$ cat src/adcsq_params.svh
// constants for the converter sequencer and power control block
// assumes: included by the design file only, not by adcsq_pkg.sv, 40 MHz ref_clk
`ifndef ADCSQ_PARAMS_SVH
`define ADCSQ_PARAMS_SVH
`define ADCSQ_NUM_CH 16
`define ADCSQ_WORD_BITS 16
`define ADCSQ_CTRL_BITS 12
`define ADCSQ_TRACK_EDGE 5'h0E
`define ADCSQ_CTRL_EDGE 5'h0C
`define ADCSQ_LAST_EDGE 5'h10
`define ADCSQ_CTRL_RESET 12'hFFF
`define ADCSQ_MASK_RESET 16'h0000
`define ADCSQ_FIFO_DEPTH 4
// control word bit positions (update flag at bit 11)
`define ADCSQ_B_WRITE 11
`define ADCSQ_B_SEQ 10
`define ADCSQ_B_ADDR_HI 9
`define ADCSQ_B_ADDR_LO 6
`define ADCSQ_B_PM1 5
`define ADCSQ_B_PM0 4
`define ADCSQ_B_MASKSEL 3
`define ADCSQ_B_WEAK 2
// wake time in ns and its cycle count, rounded up
`define ADCSQ_WAKE_NS 1000
`define ADCSQ_CLK_NS 25
`define ADCSQ_WAKE_CYC ((`ADCSQ_WAKE_NS + `ADCSQ_CLK_NS - 1) / `ADCSQ_CLK_NS)
`endif

$ cat src/adcsq_pkg.sv
// types for the converter sequencer and power control block
// assumes: nothing beyond the params header
package adcsq_pkg;
   typedef enum logic [3:0] {
      ADCSQ_PWR_ON = 4'h1,
      ADCSQ_PWR_FULL_OFF = 4'h2,
      ADCSQ_PWR_AUTO_OFF = 4'h4,
      ADCSQ_PWR_STANDBY = 4'h8
   } adcsq_pwr_e;
   typedef enum logic [2:0] {
      ADCSQ_SEQ_NONE = 3'h1,
      ADCSQ_SEQ_MASK = 3'h2,
      ADCSQ_SEQ_RANGE = 3'h4
   } adcsq_seq_e;
endpackage : adcsq_pkg

$ cat src/adcsq_top.sv
// sequencer, register loading and power control of a serial converter
// assumes: link pins are asynchronous to ref_clk, conversion result is
// supplied by the analog side on sample_data, results stream out via fifo
`timescale 1ns/1ps
`include "adcsq_params.svh"

module adcsq_fifo #(
   parameter int WIDTH = 16,
   parameter int DEPTH = 4
) (
   input wire logic ref_clk,
   input wire logic resetn,
   input wire logic clk_en,
   input wire logic [WIDTH-1:0] in_data,
   input wire logic in_valid,
   output logic in_ready,
   output logic [WIDTH-1:0] out_data,
   output logic out_valid,
   input wire logic out_ready
);
   localparam int AW = $clog2(DEPTH);
   logic [WIDTH-1:0] mem_q [DEPTH];
   logic [AW-1:0] wr_q, rd_q;
   logic [AW:0] cnt_q;
   logic push, pop;

   // handshake terms
   assign in_ready = (cnt_q != (AW+1)'(DEPTH));
   assign out_valid = (cnt_q != '0);
   assign out_data = mem_q[rd_q];
   assign push = in_valid && in_ready;
   assign pop = out_valid && out_ready;

   // storage and pointers
   always_ff @(posedge ref_clk or negedge resetn)
   begin
      if (!resetn)
      begin
         wr_q <= '0;
         rd_q <= '0;
         cnt_q <= '0;
      end
      else if (clk_en)
      begin
         if (push)
            wr_q <= (wr_q == AW'(DEPTH - 1)) ? '0 : wr_q + AW'(1);
         if (pop)
            rd_q <= (rd_q == AW'(DEPTH - 1)) ? '0 : rd_q + AW'(1);
         if (push && !pop)
            cnt_q <= cnt_q + (AW+1)'(1);
         else if (pop && !push)
            cnt_q <= cnt_q - (AW+1)'(1);
      end
   end

   // array write, no reset needed for data
   always_ff @(posedge ref_clk)
   begin
      if (clk_en && push)
         mem_q[wr_q] <= in_data;
   end
endmodule : adcsq_fifo

module adcsq_top (
   // clock, reset, enable
   input wire logic ref_clk,
   input wire logic resetn,
   input wire logic clk_en,
   // serial link pins
   input wire logic cs_n,
   input wire logic sclk,
   input wire logic din,
   output logic dout,
   output logic dout_oe,
   output logic dout_weak,
   // analog side
   input wire logic [11:0] sample_data,
   output logic [3:0] mux_sel,
   output logic track_hold,
   output logic powered,
   output logic bias_on,
   output logic conv_start,
   // result stream
   output logic [15:0] res_data,
   output logic res_valid,
   input wire logic res_ready,
   output logic res_overflow,
   // status
   output logic [11:0] ctrl_word,
   output logic [15:0] chan_mask,
   output logic [3:0] pwr_state,
   output logic seq_active
);
   // synchronisers
   logic [1:0] cs_s_q, sclk_s_q, din_s_q;
   logic cs_d1_q, sclk_d1_q;
   always_ff @(posedge ref_clk or negedge resetn)
   begin
      if (!resetn)
      begin
         cs_s_q <= 2'h3;
         sclk_s_q <= 2'h3;
         din_s_q <= 2'h0;
         cs_d1_q <= 1'b1;
         sclk_d1_q <= 1'b1;
      end
      else if (clk_en)
      begin
         cs_s_q <= {cs_s_q[0], cs_n};
         sclk_s_q <= {sclk_s_q[0], sclk};
         din_s_q <= {din_s_q[0], din};
         cs_d1_q <= cs_s_q[1];
         sclk_d1_q <= sclk_s_q[1];
      end
   end
   logic cs_fall, cs_rise, sclk_fall, cs_low;
   assign cs_low = !cs_s_q[1];
   assign cs_fall = clk_en && cs_d1_q && !cs_s_q[1];
   assign cs_rise = clk_en && !cs_d1_q && cs_s_q[1];
   assign sclk_fall = clk_en && cs_low && sclk_d1_q && !sclk_s_q[1];

   // edge count and serial shift in
   logic [4:0] edge_q;
   logic [15:0] sh_in_q;
   always_ff @(posedge ref_clk or negedge resetn)
   begin
      if (!resetn)
      begin
         edge_q <= '0;
         sh_in_q <= '0;
      end
      else if (cs_fall || cs_rise)
         edge_q <= '0;
      else if (sclk_fall && edge_q != `ADCSQ_LAST_EDGE)
      begin
         edge_q <= edge_q + 5'h01;
         sh_in_q <= {sh_in_q[14:0], din_s_q[1]};
      end
   end

   // control and mask registers
   logic [11:0] ctrl_q;
   logic [15:0] mask_q;
   logic mask_next_q, mask_xfer_q, ctrl_upd_q, ctrl_now;
   assign ctrl_now = sclk_fall && edge_q == (`ADCSQ_CTRL_EDGE - 5'h01) && !mask_xfer_q;
   always_ff @(posedge ref_clk or negedge resetn)
   begin
      if (!resetn)
      begin
         ctrl_q <= `ADCSQ_CTRL_RESET;
         mask_q <= `ADCSQ_MASK_RESET;
         mask_next_q <= 1'b0;
         mask_xfer_q <= 1'b0;
         ctrl_upd_q <= 1'b0;
      end
      else
      begin
         if (cs_fall)
         begin
            mask_xfer_q <= mask_next_q;
            mask_next_q <= 1'b0;
            ctrl_upd_q <= 1'b0;
         end
         // first bit is the update flag, 12 bits into control
         if (ctrl_now && sh_in_q[`ADCSQ_B_WRITE - 1])
         begin
            ctrl_q <= {sh_in_q[`ADCSQ_CTRL_BITS - 2:0], din_s_q[1]};
            ctrl_upd_q <= 1'b1;
            mask_next_q <= !sh_in_q[`ADCSQ_B_SEQ - 1] && sh_in_q[`ADCSQ_B_MASKSEL - 1];
         end
         // mask loads on all 16 edges, takes effect at select rise
         if (cs_rise && mask_xfer_q && edge_q == `ADCSQ_LAST_EDGE)
         begin
            mask_q <= sh_in_q;
            mask_xfer_q <= 1'b0;
         end
      end
   end

   // sequencer
   adcsq_pkg::adcsq_seq_e seq_q;
   logic [3:0] chan_q, next_mask_ch, first_mask_ch;
   logic seq_restart_q, found_next;
   always_comb
   begin
      next_mask_ch = '0;
      first_mask_ch = '0;
      found_next = 1'b0;
      for (int i = `ADCSQ_NUM_CH - 1; i >= 0; i--)
      begin
         if (mask_q[i])
            first_mask_ch = 4'(i);
         if (mask_q[i] && 4'(i) > chan_q)
         begin
            next_mask_ch = 4'(i);
            found_next = 1'b1;
         end
      end
   end
   logic [3:0] addr_bits;
   assign addr_bits = ctrl_q[`ADCSQ_B_ADDR_HI:`ADCSQ_B_ADDR_LO];
   always_ff @(posedge ref_clk or negedge resetn)
   begin
      if (!resetn)
      begin
         seq_q <= adcsq_pkg::ADCSQ_SEQ_NONE;
         chan_q <= '0;
         seq_restart_q <= 1'b0;
      end
      else if (cs_rise)
      begin
         if (mask_xfer_q)
         begin
            seq_q <= adcsq_pkg::ADCSQ_SEQ_MASK;
            seq_restart_q <= 1'b1;
         end
         else if (ctrl_upd_q)
         begin
            // only 1,0 keeps a running sequence alive
            if (ctrl_q[`ADCSQ_B_SEQ] && !ctrl_q[`ADCSQ_B_MASKSEL])
               seq_q <= seq_q;
            else if (ctrl_q[`ADCSQ_B_SEQ] && ctrl_q[`ADCSQ_B_MASKSEL])
            begin
               seq_q <= adcsq_pkg::ADCSQ_SEQ_RANGE;
               seq_restart_q <= 1'b1;
            end
            else
               seq_q <= adcsq_pkg::ADCSQ_SEQ_NONE;
         end
      end
      else if (cs_fall)
      begin
         // pick channel for this conversion
         seq_restart_q <= 1'b0;
         case (seq_q)
            adcsq_pkg::ADCSQ_SEQ_MASK:
               if (seq_restart_q || !found_next)
                  chan_q <= first_mask_ch;
               else
                  chan_q <= next_mask_ch;
            adcsq_pkg::ADCSQ_SEQ_RANGE:
               if (seq_restart_q || chan_q >= addr_bits)
                  chan_q <= '0;
               else
                  chan_q <= chan_q + 4'h1;
            default:
               chan_q <= addr_bits;
         endcase
      end
   end

   // power mode machine
   adcsq_pkg::adcsq_pwr_e pwr_q;
   logic [5:0] wake_q;
   logic [1:0] pm_bits;
   assign pm_bits = {ctrl_q[`ADCSQ_B_PM1], ctrl_q[`ADCSQ_B_PM0]};
   always_ff @(posedge ref_clk or negedge resetn)
   begin
      if (!resetn)
      begin
         pwr_q <= adcsq_pkg::ADCSQ_PWR_ON;
         wake_q <= '0;
      end
      else if (clk_en)
      begin
         if (wake_q != 6'h00)
            wake_q <= wake_q - 6'h01;
         if (cs_rise)
         begin
            // mode applied at end of the conversion
            case (pm_bits)
               2'b11: pwr_q <= adcsq_pkg::ADCSQ_PWR_ON;
               2'b10: pwr_q <= adcsq_pkg::ADCSQ_PWR_FULL_OFF;
               2'b01: pwr_q <= adcsq_pkg::ADCSQ_PWR_AUTO_OFF;
               default: pwr_q <= adcsq_pkg::ADCSQ_PWR_STANDBY;
            endcase
         end
         else if (cs_fall && (pwr_q == adcsq_pkg::ADCSQ_PWR_AUTO_OFF ||
                              pwr_q == adcsq_pkg::ADCSQ_PWR_STANDBY))
            wake_q <= 6'(`ADCSQ_WAKE_CYC);
      end
   end

   // track and hold, conversion start
   logic th_q, start_q, auto_mode;
   assign auto_mode = (pwr_q == adcsq_pkg::ADCSQ_PWR_AUTO_OFF);
   always_ff @(posedge ref_clk or negedge resetn)
   begin
      if (!resetn)
      begin
         th_q <= 1'b1;
         start_q <= 1'b0;
      end
      else if (clk_en)
      begin
         start_q <= cs_fall;
         if (cs_fall)
            th_q <= auto_mode || pwr_q == adcsq_pkg::ADCSQ_PWR_STANDBY;
         else if (sclk_fall && edge_q == `ADCSQ_TRACK_EDGE - 5'h01 && !mask_xfer_q)
            th_q <= 1'b1;
         else if (cs_rise && mask_xfer_q)
            th_q <= 1'b1;
         else if (cs_rise && (pm_bits == 2'b01 || pm_bits == 2'b00))
            th_q <= 1'b0; // hold while asleep
      end
   end

   // output shifter, address then result
   logic [15:0] sh_out_q, res_word;
   logic oe_q, weak_q;
   assign res_word = {chan_q, sample_data};
   always_ff @(posedge ref_clk or negedge resetn)
   begin
      if (!resetn)
      begin
         sh_out_q <= '0;
         oe_q <= 1'b0;
         weak_q <= 1'b0;
      end
      else if (clk_en)
      begin
         if (start_q)
         begin
            sh_out_q <= res_word;
            oe_q <= 1'b1;
            weak_q <= 1'b0;
         end
         else if (sclk_fall && edge_q == `ADCSQ_LAST_EDGE - 5'h01)
         begin
            oe_q <= 1'b0;
            weak_q <= ctrl_q[`ADCSQ_B_WEAK];
         end
         else if (sclk_fall)
            sh_out_q <= {sh_out_q[14:0], 1'b0};
      end
   end

   // result stream through fifo
   logic push_q, fifo_in_ready;
   always_ff @(posedge ref_clk or negedge resetn)
   begin
      if (!resetn)
      begin
         push_q <= 1'b0;
         res_overflow <= 1'b0;
      end
      else if (clk_en)
      begin
         push_q <= sclk_fall && edge_q == `ADCSQ_LAST_EDGE - 5'h01;
         if (push_q && !fifo_in_ready)
            res_overflow <= 1'b1;
         else if (cs_fall)
            res_overflow <= 1'b0;
      end
   end

   logic [15:0] f_data;
   logic f_valid, take;
   adcsq_fifo #(.WIDTH(`ADCSQ_WORD_BITS), .DEPTH(`ADCSQ_FIFO_DEPTH)) u_fifo (
      .ref_clk(ref_clk),
      .resetn(resetn),
      .clk_en(clk_en),
      .in_data(res_word),
      .in_valid(push_q),
      .in_ready(fifo_in_ready),
      .out_data(f_data),
      .out_valid(f_valid),
      .out_ready(take)
   );
   // register stage after the fifo
   assign take = clk_en && (!res_valid || res_ready);
   always_ff @(posedge ref_clk or negedge resetn)
   begin
      if (!resetn)
      begin
         res_valid <= 1'b0;
         res_data <= '0;
      end
      else if (take)
      begin
         res_valid <= f_valid;
         res_data <= f_data;
      end
   end

   // registered status and pins
   always_ff @(posedge ref_clk or negedge resetn)
   begin
      if (!resetn)
      begin
         dout <= 1'b0;
         dout_oe <= 1'b0;
         dout_weak <= 1'b0;
         mux_sel <= '0;
         track_hold <= 1'b1;
         powered <= 1'b1;
         bias_on <= 1'b1;
         conv_start <= 1'b0;
         ctrl_word <= `ADCSQ_CTRL_RESET;
         chan_mask <= `ADCSQ_MASK_RESET;
         pwr_state <= adcsq_pkg::ADCSQ_PWR_ON;
         seq_active <= 1'b0;
      end
      else if (clk_en)
      begin
         dout <= sh_out_q[15];
         dout_oe <= oe_q;
         dout_weak <= weak_q && !oe_q;
         mux_sel <= chan_q;
         track_hold <= th_q;
         // full shutdown stays dark even while a frame runs
         powered <= pwr_q == adcsq_pkg::ADCSQ_PWR_ON ||
            (pwr_q != adcsq_pkg::ADCSQ_PWR_FULL_OFF && (wake_q != 6'h00 || cs_low));
         bias_on <= pwr_q != adcsq_pkg::ADCSQ_PWR_FULL_OFF && !(auto_mode && !cs_low);
         conv_start <= start_q;
         ctrl_word <= ctrl_q;
         chan_mask <= mask_q;
         pwr_state <= pwr_q;
         seq_active <= seq_q != adcsq_pkg::ADCSQ_SEQ_NONE;
      end
   end
endmodule : adcsq_top

$ cat config.mk
export PLATFORM = sky130hd
export DESIGN_NAME = adcsq_top
export DESIGN_NICKNAME = d
export VERILOG_FILES = /design/src/adcsq_pkg.sv /design/src/adcsq_top.sv
export VERILOG_INCLUDE_DIRS = /design/src
export SDC_FILE = /design/constraint.sdc
export NUM_CORES = 1
export LEC_CHECK = 0
export BUFFER_PORTS_ARGS = -buffer_cell sky130_fd_sc_hd__buf_2
export CAP_MARGIN = 40
export CELL_PAD_IN_SITES_DETAIL_PLACEMENT = 1
export CELL_PAD_IN_SITES_GLOBAL_PLACEMENT = 2
export CORE_MARGIN = 2
export CORE_UTILIZATION = 36
export DETAILED_ROUTE_END_ITERATION = 16
export HOLD_SLACK_MARGIN = 0.15
export PLACE_DENSITY_LB_ADDON = 0.1
export SYNTH_ARGS = -nofsm -noshare
export SYNTH_HDL_FRONTEND = slang
export SYNTH_SLANG_ARGS = --single-unit
export TNS_END_PERCENT = 50
$ cat constraint.sdc
create_clock -name ref_clk -period 4.14 [get_ports ref_clk]
set_clock_uncertainty 0.2 [all_clocks]
set_input_delay 0.207 -clock ref_clk [delete_from_list [all_inputs] [get_ports ref_clk]]
set_output_delay 0.207 -clock ref_clk [all_outputs]
set_load 0.01 [all_outputs]
==> results of run 1 <==
## timing repair
item                      4_1_cts  5_1_grt
hold buffers                   22        0
hold endpoints to repair      237        0
setup buffers                   0        0
## flip-flops by register name, indices dropped and copies added (netlist names), 5 cells and up
register,count
u_fifo.mem_q,64
chan_mask,16
mask_q,16
res_data,16
sh_in_q,16
sh_out_q,16
ctrl_q,12
ctrl_word,12
wake_q,6
edge_q,5
## power groups by stage
| stage | clock [mW] | sequential (mW) | combinational, mW |
|---|---|---|---|
| after detailed placement | 0 | 2.99 | 1.12 |
| after CTS | 2.32 | 2.95 | 1.14 |
| after global routing | 2.41 | 2.99 | 1.25 |
| final | 2.24 | 2.94 | 1.11 |
| after global placement | 0 | 2.99 | 1.03 |
| after floorplan | 0 | 2.91 | 0.753 |
## worst min-delay path by stage
stage	from	end	slack (ns)	cells past startpoint
final	sample_data[11]	u_fifo.mem_q[1][11]	0.26	2
after global routing	sample_data[1]	u_fifo.mem_q[2][1]	0.26	2
after CTS	sample_data[11]	u_fifo.mem_q[1][11]	0.23	2
after detailed placement	resetn	res_data[7]	-0.06	1
after global placement	resetn	res_data[8]	0.15	1
after floorplan	resetn	chan_mask[0]	-0.29	0
## layout by cell type, fill, tap and decap left out, types with 19 or more instances in the layout
cell type	instances
ha_1	19
nor2_1	45
nand2_1	44
clkbuf_16	27
o21ai_0	29
dfstp_2	37
dfrtp_1	131
dlygate4sd3_1	21
inv_1	30
a21oi_1	33
edfxtp_1	64
mux2_2	101
buf_2	79
## metal layers
metal,up-vias,GRT usage,share of wire
li1,2964,-,-
met1,3204,0.2089,0.43
met2,90,0.2996,0.52
met3,24,0.02632,0.038
met4,0,0.03873,0.014
met5,-,0,0
## cell type report
type / instances / area (um^2)
fillers: 2883 / 15680
flip-flops and latches: 232 / 6172
multi-input cells: 452 / 3759
repair buffers: 118 / 827.0
clock buffers: 41 / 768.2
well taps: 378 / 473.0
inverters: 31 / 116.4
clock inverters: 8 / 65.06
## worst register-to-register path, cell delays in order, from the launching register on
cell      delay, ns
dfrtp_1        0.68
inv_1          0.22
ha_1           0.32
nand2b_1       0.15
a211oi_1       0.23
o21ai_1        0.19
or3b_2         0.50
a21oi_1        0.18
a221o_1        0.14
## cell families (layout without fill, tap and decap cells)
logic type,count (synthesis),count (layout)
DFF,232,232
buffers and inverters,62,198
muxes,139,139
adders and majority gates,20,20
xor gates and xnor gates,9,9
and+or+nand+nor,163,163
AOI/OAI and AO/OA,121,121
==> results_dict.tcl, run 1 <==
set metrics [dict create \
    outcome "complete, no violations" \
    worstPathArrival_ns 3.12 \
    io_buffers 80 \
    synth_seq_cells 232 \
    drive_gt1_frac 0.3583 \
    synthAdderAreaFrac 0.02528 \
    synth_xor_area_frac 0.007732 \
    sw_frac_of_total 0.2740 \
    grt_overflow 0 \
    synth_top_family_by_area "multiplexers" \
    ant_nets 0 \
    leakagePower_nw 5.183 \
    via_count 6282 \
    drt-vias-per-instance 4.986 \
    clock_sinks 232 \
    boundaryPins 81 \
    grt_max_degree 61 \
    internal-power_mw 4.564 \
    first_pass_iters 4 \
    hold_ws_ns 0.2583 \
    fin_nets 901 \
    path_max_fanout 37 \
    wl_per_cell_um 18.82 \
    rsz0062_at_grt "no" \
    dieArea_um2 29680 \
    rr_endpoint "chan_q[2]" \
    rrSetupSlack_ns 1.28 \
    synth-seq-area-share 0.6054 \
    drv_slew 0 \
    ys_top_cells_by_count "dfrtp_1 (131), mux2_2 (101), edfxtp_1 (64)" \
    antennaDiodeCount 0 \
    required_ns 4.35 \
    synth_edf_count 64 \
    grt_use_total 0.1660 \
    grt_pass1_vias 6844 \
    crit_cells 7 \
    max_stage_delay_ns 0.73 \
    syn_inst 746 \
    crit_type "input pin to flop" \
    comb_power_share 0.177 \
    slowest_stage "nor3_4" \
    synth_warnings 0 \
    place_ws_ns 1.274 \
    final.setup.worst_slack_ns 1.236 \
    p_per_area_nw_per_um2 516.2 \
    crit_path_start "clk_en" \
    cts_buffers 27 \
    fin_cells 1260 \
    core_region_area_um2 27860 \
    tns_ns 0 \
    p_sw_mw 1.723 \
    fmax_ghz 0.3444 \
    path_buf_inv 3 \
    crit_chain "dlygate4sd3_1, buf_2, buf_4, nand3_1, nand2_1, nor3_4, mux2_2" \
    drt-initial-drc-count 240 \
    synth_compound_gate_area_share 0.07707 \
    ys.flop_type "dfrtp_1" \
    cts_root_buf "clkbuf_16" \
    syn_area_per_cell_um2 13.67 \
    cap_violations 0 \
    hold_path_class "input pin to flop" \
    yosysTopAreaCellShare 0.3216 \
    worstReg2RegStart "chan_q[0]" \
    cts.reportedPaths.clkPinSlew_ns 0.06 \
    grt_pass1_wl_um 38230 \
    syn2layout_area_growth_pct 19.48 \
    seqPwrFrac 0.467 \
    drc 0 \
    irDropWorstVdd_mv 0.2518 \
    cts_tree "done" \
    post-route-min-period_ns 2.904 \
    crit_family "simple AND/OR/NAND/NOR gates" \
    async_reset_ff_frac 0.7241 \
    ys_top_cells_by_area "dfrtp_1 (32%), edfxtp_1 (19%), mux2_2 (11%)" \
    gp_congestion 0.7918 \
    post-place-cells 1189 \
    htreeDepth 1 \
    drt-total-wl_um 23720 \
    crit_end "sh_in_q[13]" \
    postLayoutCellArea_um2 12180 \
    fin_crit_sh 0.7014 \
    worst_pin_slew_ns 0.8870 \
    antenna_found_initial 0 \
    dpl_cell_area_um2 11120 \
    maxSlewHeadroom 0.4087 \
    yosysUniqueCellTypes 74 \
    critPathCaptureType "flop" \
    yosysTopAreaCell "dfrtp_1" \
    cts_resized 0 \
    detailed_place_hpwl_um 16590 \
    finalHoldViolCount 0 \
    finalPower_mw 6.287 \
    synthSimpleGateAreaFrac 0.08677 \
    critPathLaunchType "input pin" \
    die_w_um 172.3 \
    yosysMostFrequentCell "dfrtp_1" \
    initial_core_util 0.3660 \
    r2r_cells 8 \
    clk_path_buf_depth 3 \
    clkLatencyLatePin_ns 0.54 \
    core.rowCount 61 \
    utilization 0.4372 \
    syn-num-nets 785 \
    setup_viol 0 \
    synth_mux_area_frac 0.1711 \
    die_h_um 172.3 \
    pwr-share-clk 0.356 \
    synthesis.area_um2 10190 \
]
No activity file was read; power rests on OpenSTA's default activity.
==> run 2, diff against run 1 <==
Clock period 4.14 ns to 2.6 ns, I/O delays scaled along.
==> results_dict.tcl, run 2 (synthesis results as in run 1) <==
set metrics [dict create \
    outcome "complete, no violations" \
    drt-vias-per-instance 5.020 \
    clkLatencyLatePin_ns 0.53 \
    slowest_stage "dfrtp_1" \
    cts_root_buf "clkbuf_16" \
    p_sw_mw 2.788 \
    fin_cells 1283 \
    io_buffers 80 \
    p_per_area_nw_per_um2 817.8 \
    rsz0062_at_grt "no" \
    worstReg2RegStart "chan_q[1]" \
    via_count 6441 \
    clk_path_buf_depth 3 \
    final_common_cell "dfrtp_1" \
    dr_wl_met3_um 833 \
    required_ns 2.81 \
    fin_crit_sh 0.9326 \
    initial_core_util 0.3660 \
    internal-power_mw 7.385 \
    crit_path_start "chan_q[1]" \
    hold_path_class "input pin to flop" \
    first_pass_iters 4 \
    cap_violations 0 \
    grt_pass1_vias 6943 \
    clock_sinks 232 \
    wl_per_cell_um 19.23 \
    grt_use_total 0.1722 \
    pwr-share-clk 0.361 \
    sw_frac_of_total 0.2741 \
    die_h_um 172.3 \
    antenna_found_initial 0 \
    hold_ws_ns 0.1866 \
    seqPwrFrac 0.451 \
    path_buf_inv 0 \
    antennaDiodeCount 0 \
    core.rowCount 61 \
    worstPathArrival_ns 2.64 \
    comb_power_share 0.188 \
    final.setup.worst_slack_ns 0.1753 \
    layout_common_cells "dfrtp_1 (130), mux2_2 (101), buf_2 (79)" \
    drt-total-wl_um 24670 \
    finalPower_mw 10.17 \
    gp_congestion 0.8202 \
    finalHoldViolCount 0 \
    drt-initial-drc-count 225 \
    worst_pin_slew_ns 0.5442 \
    dieArea_um2 29680 \
    drc 0 \
    irDropWorstVdd_mv 0.4691 \
    leakagePower_nw 5.338 \
    fmax_ghz 0.4124 \
    grt_overflow 0 \
    cts_setup_buffers 0 \
    core_region_area_um2 27860 \
    detailed_place_hpwl_um 17240 \
    top_register "u_fifo.mem_q" \
    place_ws_ns 0.2019 \
    post-route-min-period_ns 2.425 \
    setup_viol 0 \
    grt_pass1_wl_um 39500 \
    post-place-cells 1213 \
    boundaryPins 81 \
    fin_nets 924 \
    highest_layer "met4" \
    htreeDepth 1 \
    cts_buffers 26 \
    crit_type "flop to flop" \
    maxSlewHeadroom 0.6372 \
    grt_max_degree 58 \
    crit_chain "ha_1, o21ai_1, a32o_2, nor4b_2, a2bb2oi_1, a21oi_1, a221o_1" \
    route.met2.wl_um 12260 \
    drv_slew 0 \
    cts.reportedPaths.clkPinSlew_ns 0.06 \
    max_stage_delay_ns 0.49 \
    critPathCaptureType "flop" \
    tns_ns 0 \
    critPathLaunchType "flop" \
    wl_met1_um 11260 \
    die_w_um 172.3 \
    path_max_fanout 6 \
    largest_reg_flops 64 \
    ant_nets 0 \
    cts_tree "done" \
    crit_family "compound AO/OA/AOI/OAI gates" \
    drive_gt1_frac 0.3834 \
    hp-start "sample_data[4]" \
    syn2layout_area_growth_pct 22.02 \
]
## run 2: timing repair
action	in CTS	in global routing
endpoints found under the hold margin	287	0
setup endpoints to repair	0	2
hold buffers	22	0
resized for setup	0	4
## run 2: worst paths after layout
check                                     end  slack (ns)  depth (start not counted)
max                                 chan_q[2]        0.18                          7
min                        u_fifo.mem_q[2][4]        0.19                          2
max reg2reg                         chan_q[2]        0.18                          7
min reg2reg                         dout_weak        0.29                          1
max in group asynchronous           ctrl_q[3]        1.18                          4
min in group asynchronous           res_valid        0.52                          4
## run 2: final cells by class
type | instances | area [um^2]
tap | 378 | 473.0
timing repair buffer | 142 | 1042
fill | 2858 | 15420
multi-input combinational | 452 | 3771
clock inverter | 14 | 121.4
inverter | 31 | 116.4
clock buffer | 34 | 742.0
sequential | 232 | 6173
## run 2: per-layer routing
layer | vias up | GRT usage
met2 | 102 | 0.2975
met1 | 3324 | 0.2316
li1 | 2989 | -
met4 | 0 | 0.03361
met5 | - | 0
met3 | 26 | 0.02564
## run 2: through the flow
step,util,area [um^2]
floorplan,-,10190
global placement,0.4033,11230
detailed placement,0.4068,11330
CTS,0.4460,12430
global route,0.4465,12440
finish,0.4465,12440
## run 2: power by group through the flow
stage | Combinational (mW) | Clock (mW) | Sequential, mW
global placement | 1.86 | 0 | 4.64
finish | 1.91 | 3.67 | 4.59
floorplan | 1.20 | 0 | 4.64
CTS | 1.97 | 3.79 | 4.60
global route | 2.14 | 3.94 | 4.66
detailed placement | 1.93 | 0 | 4.66
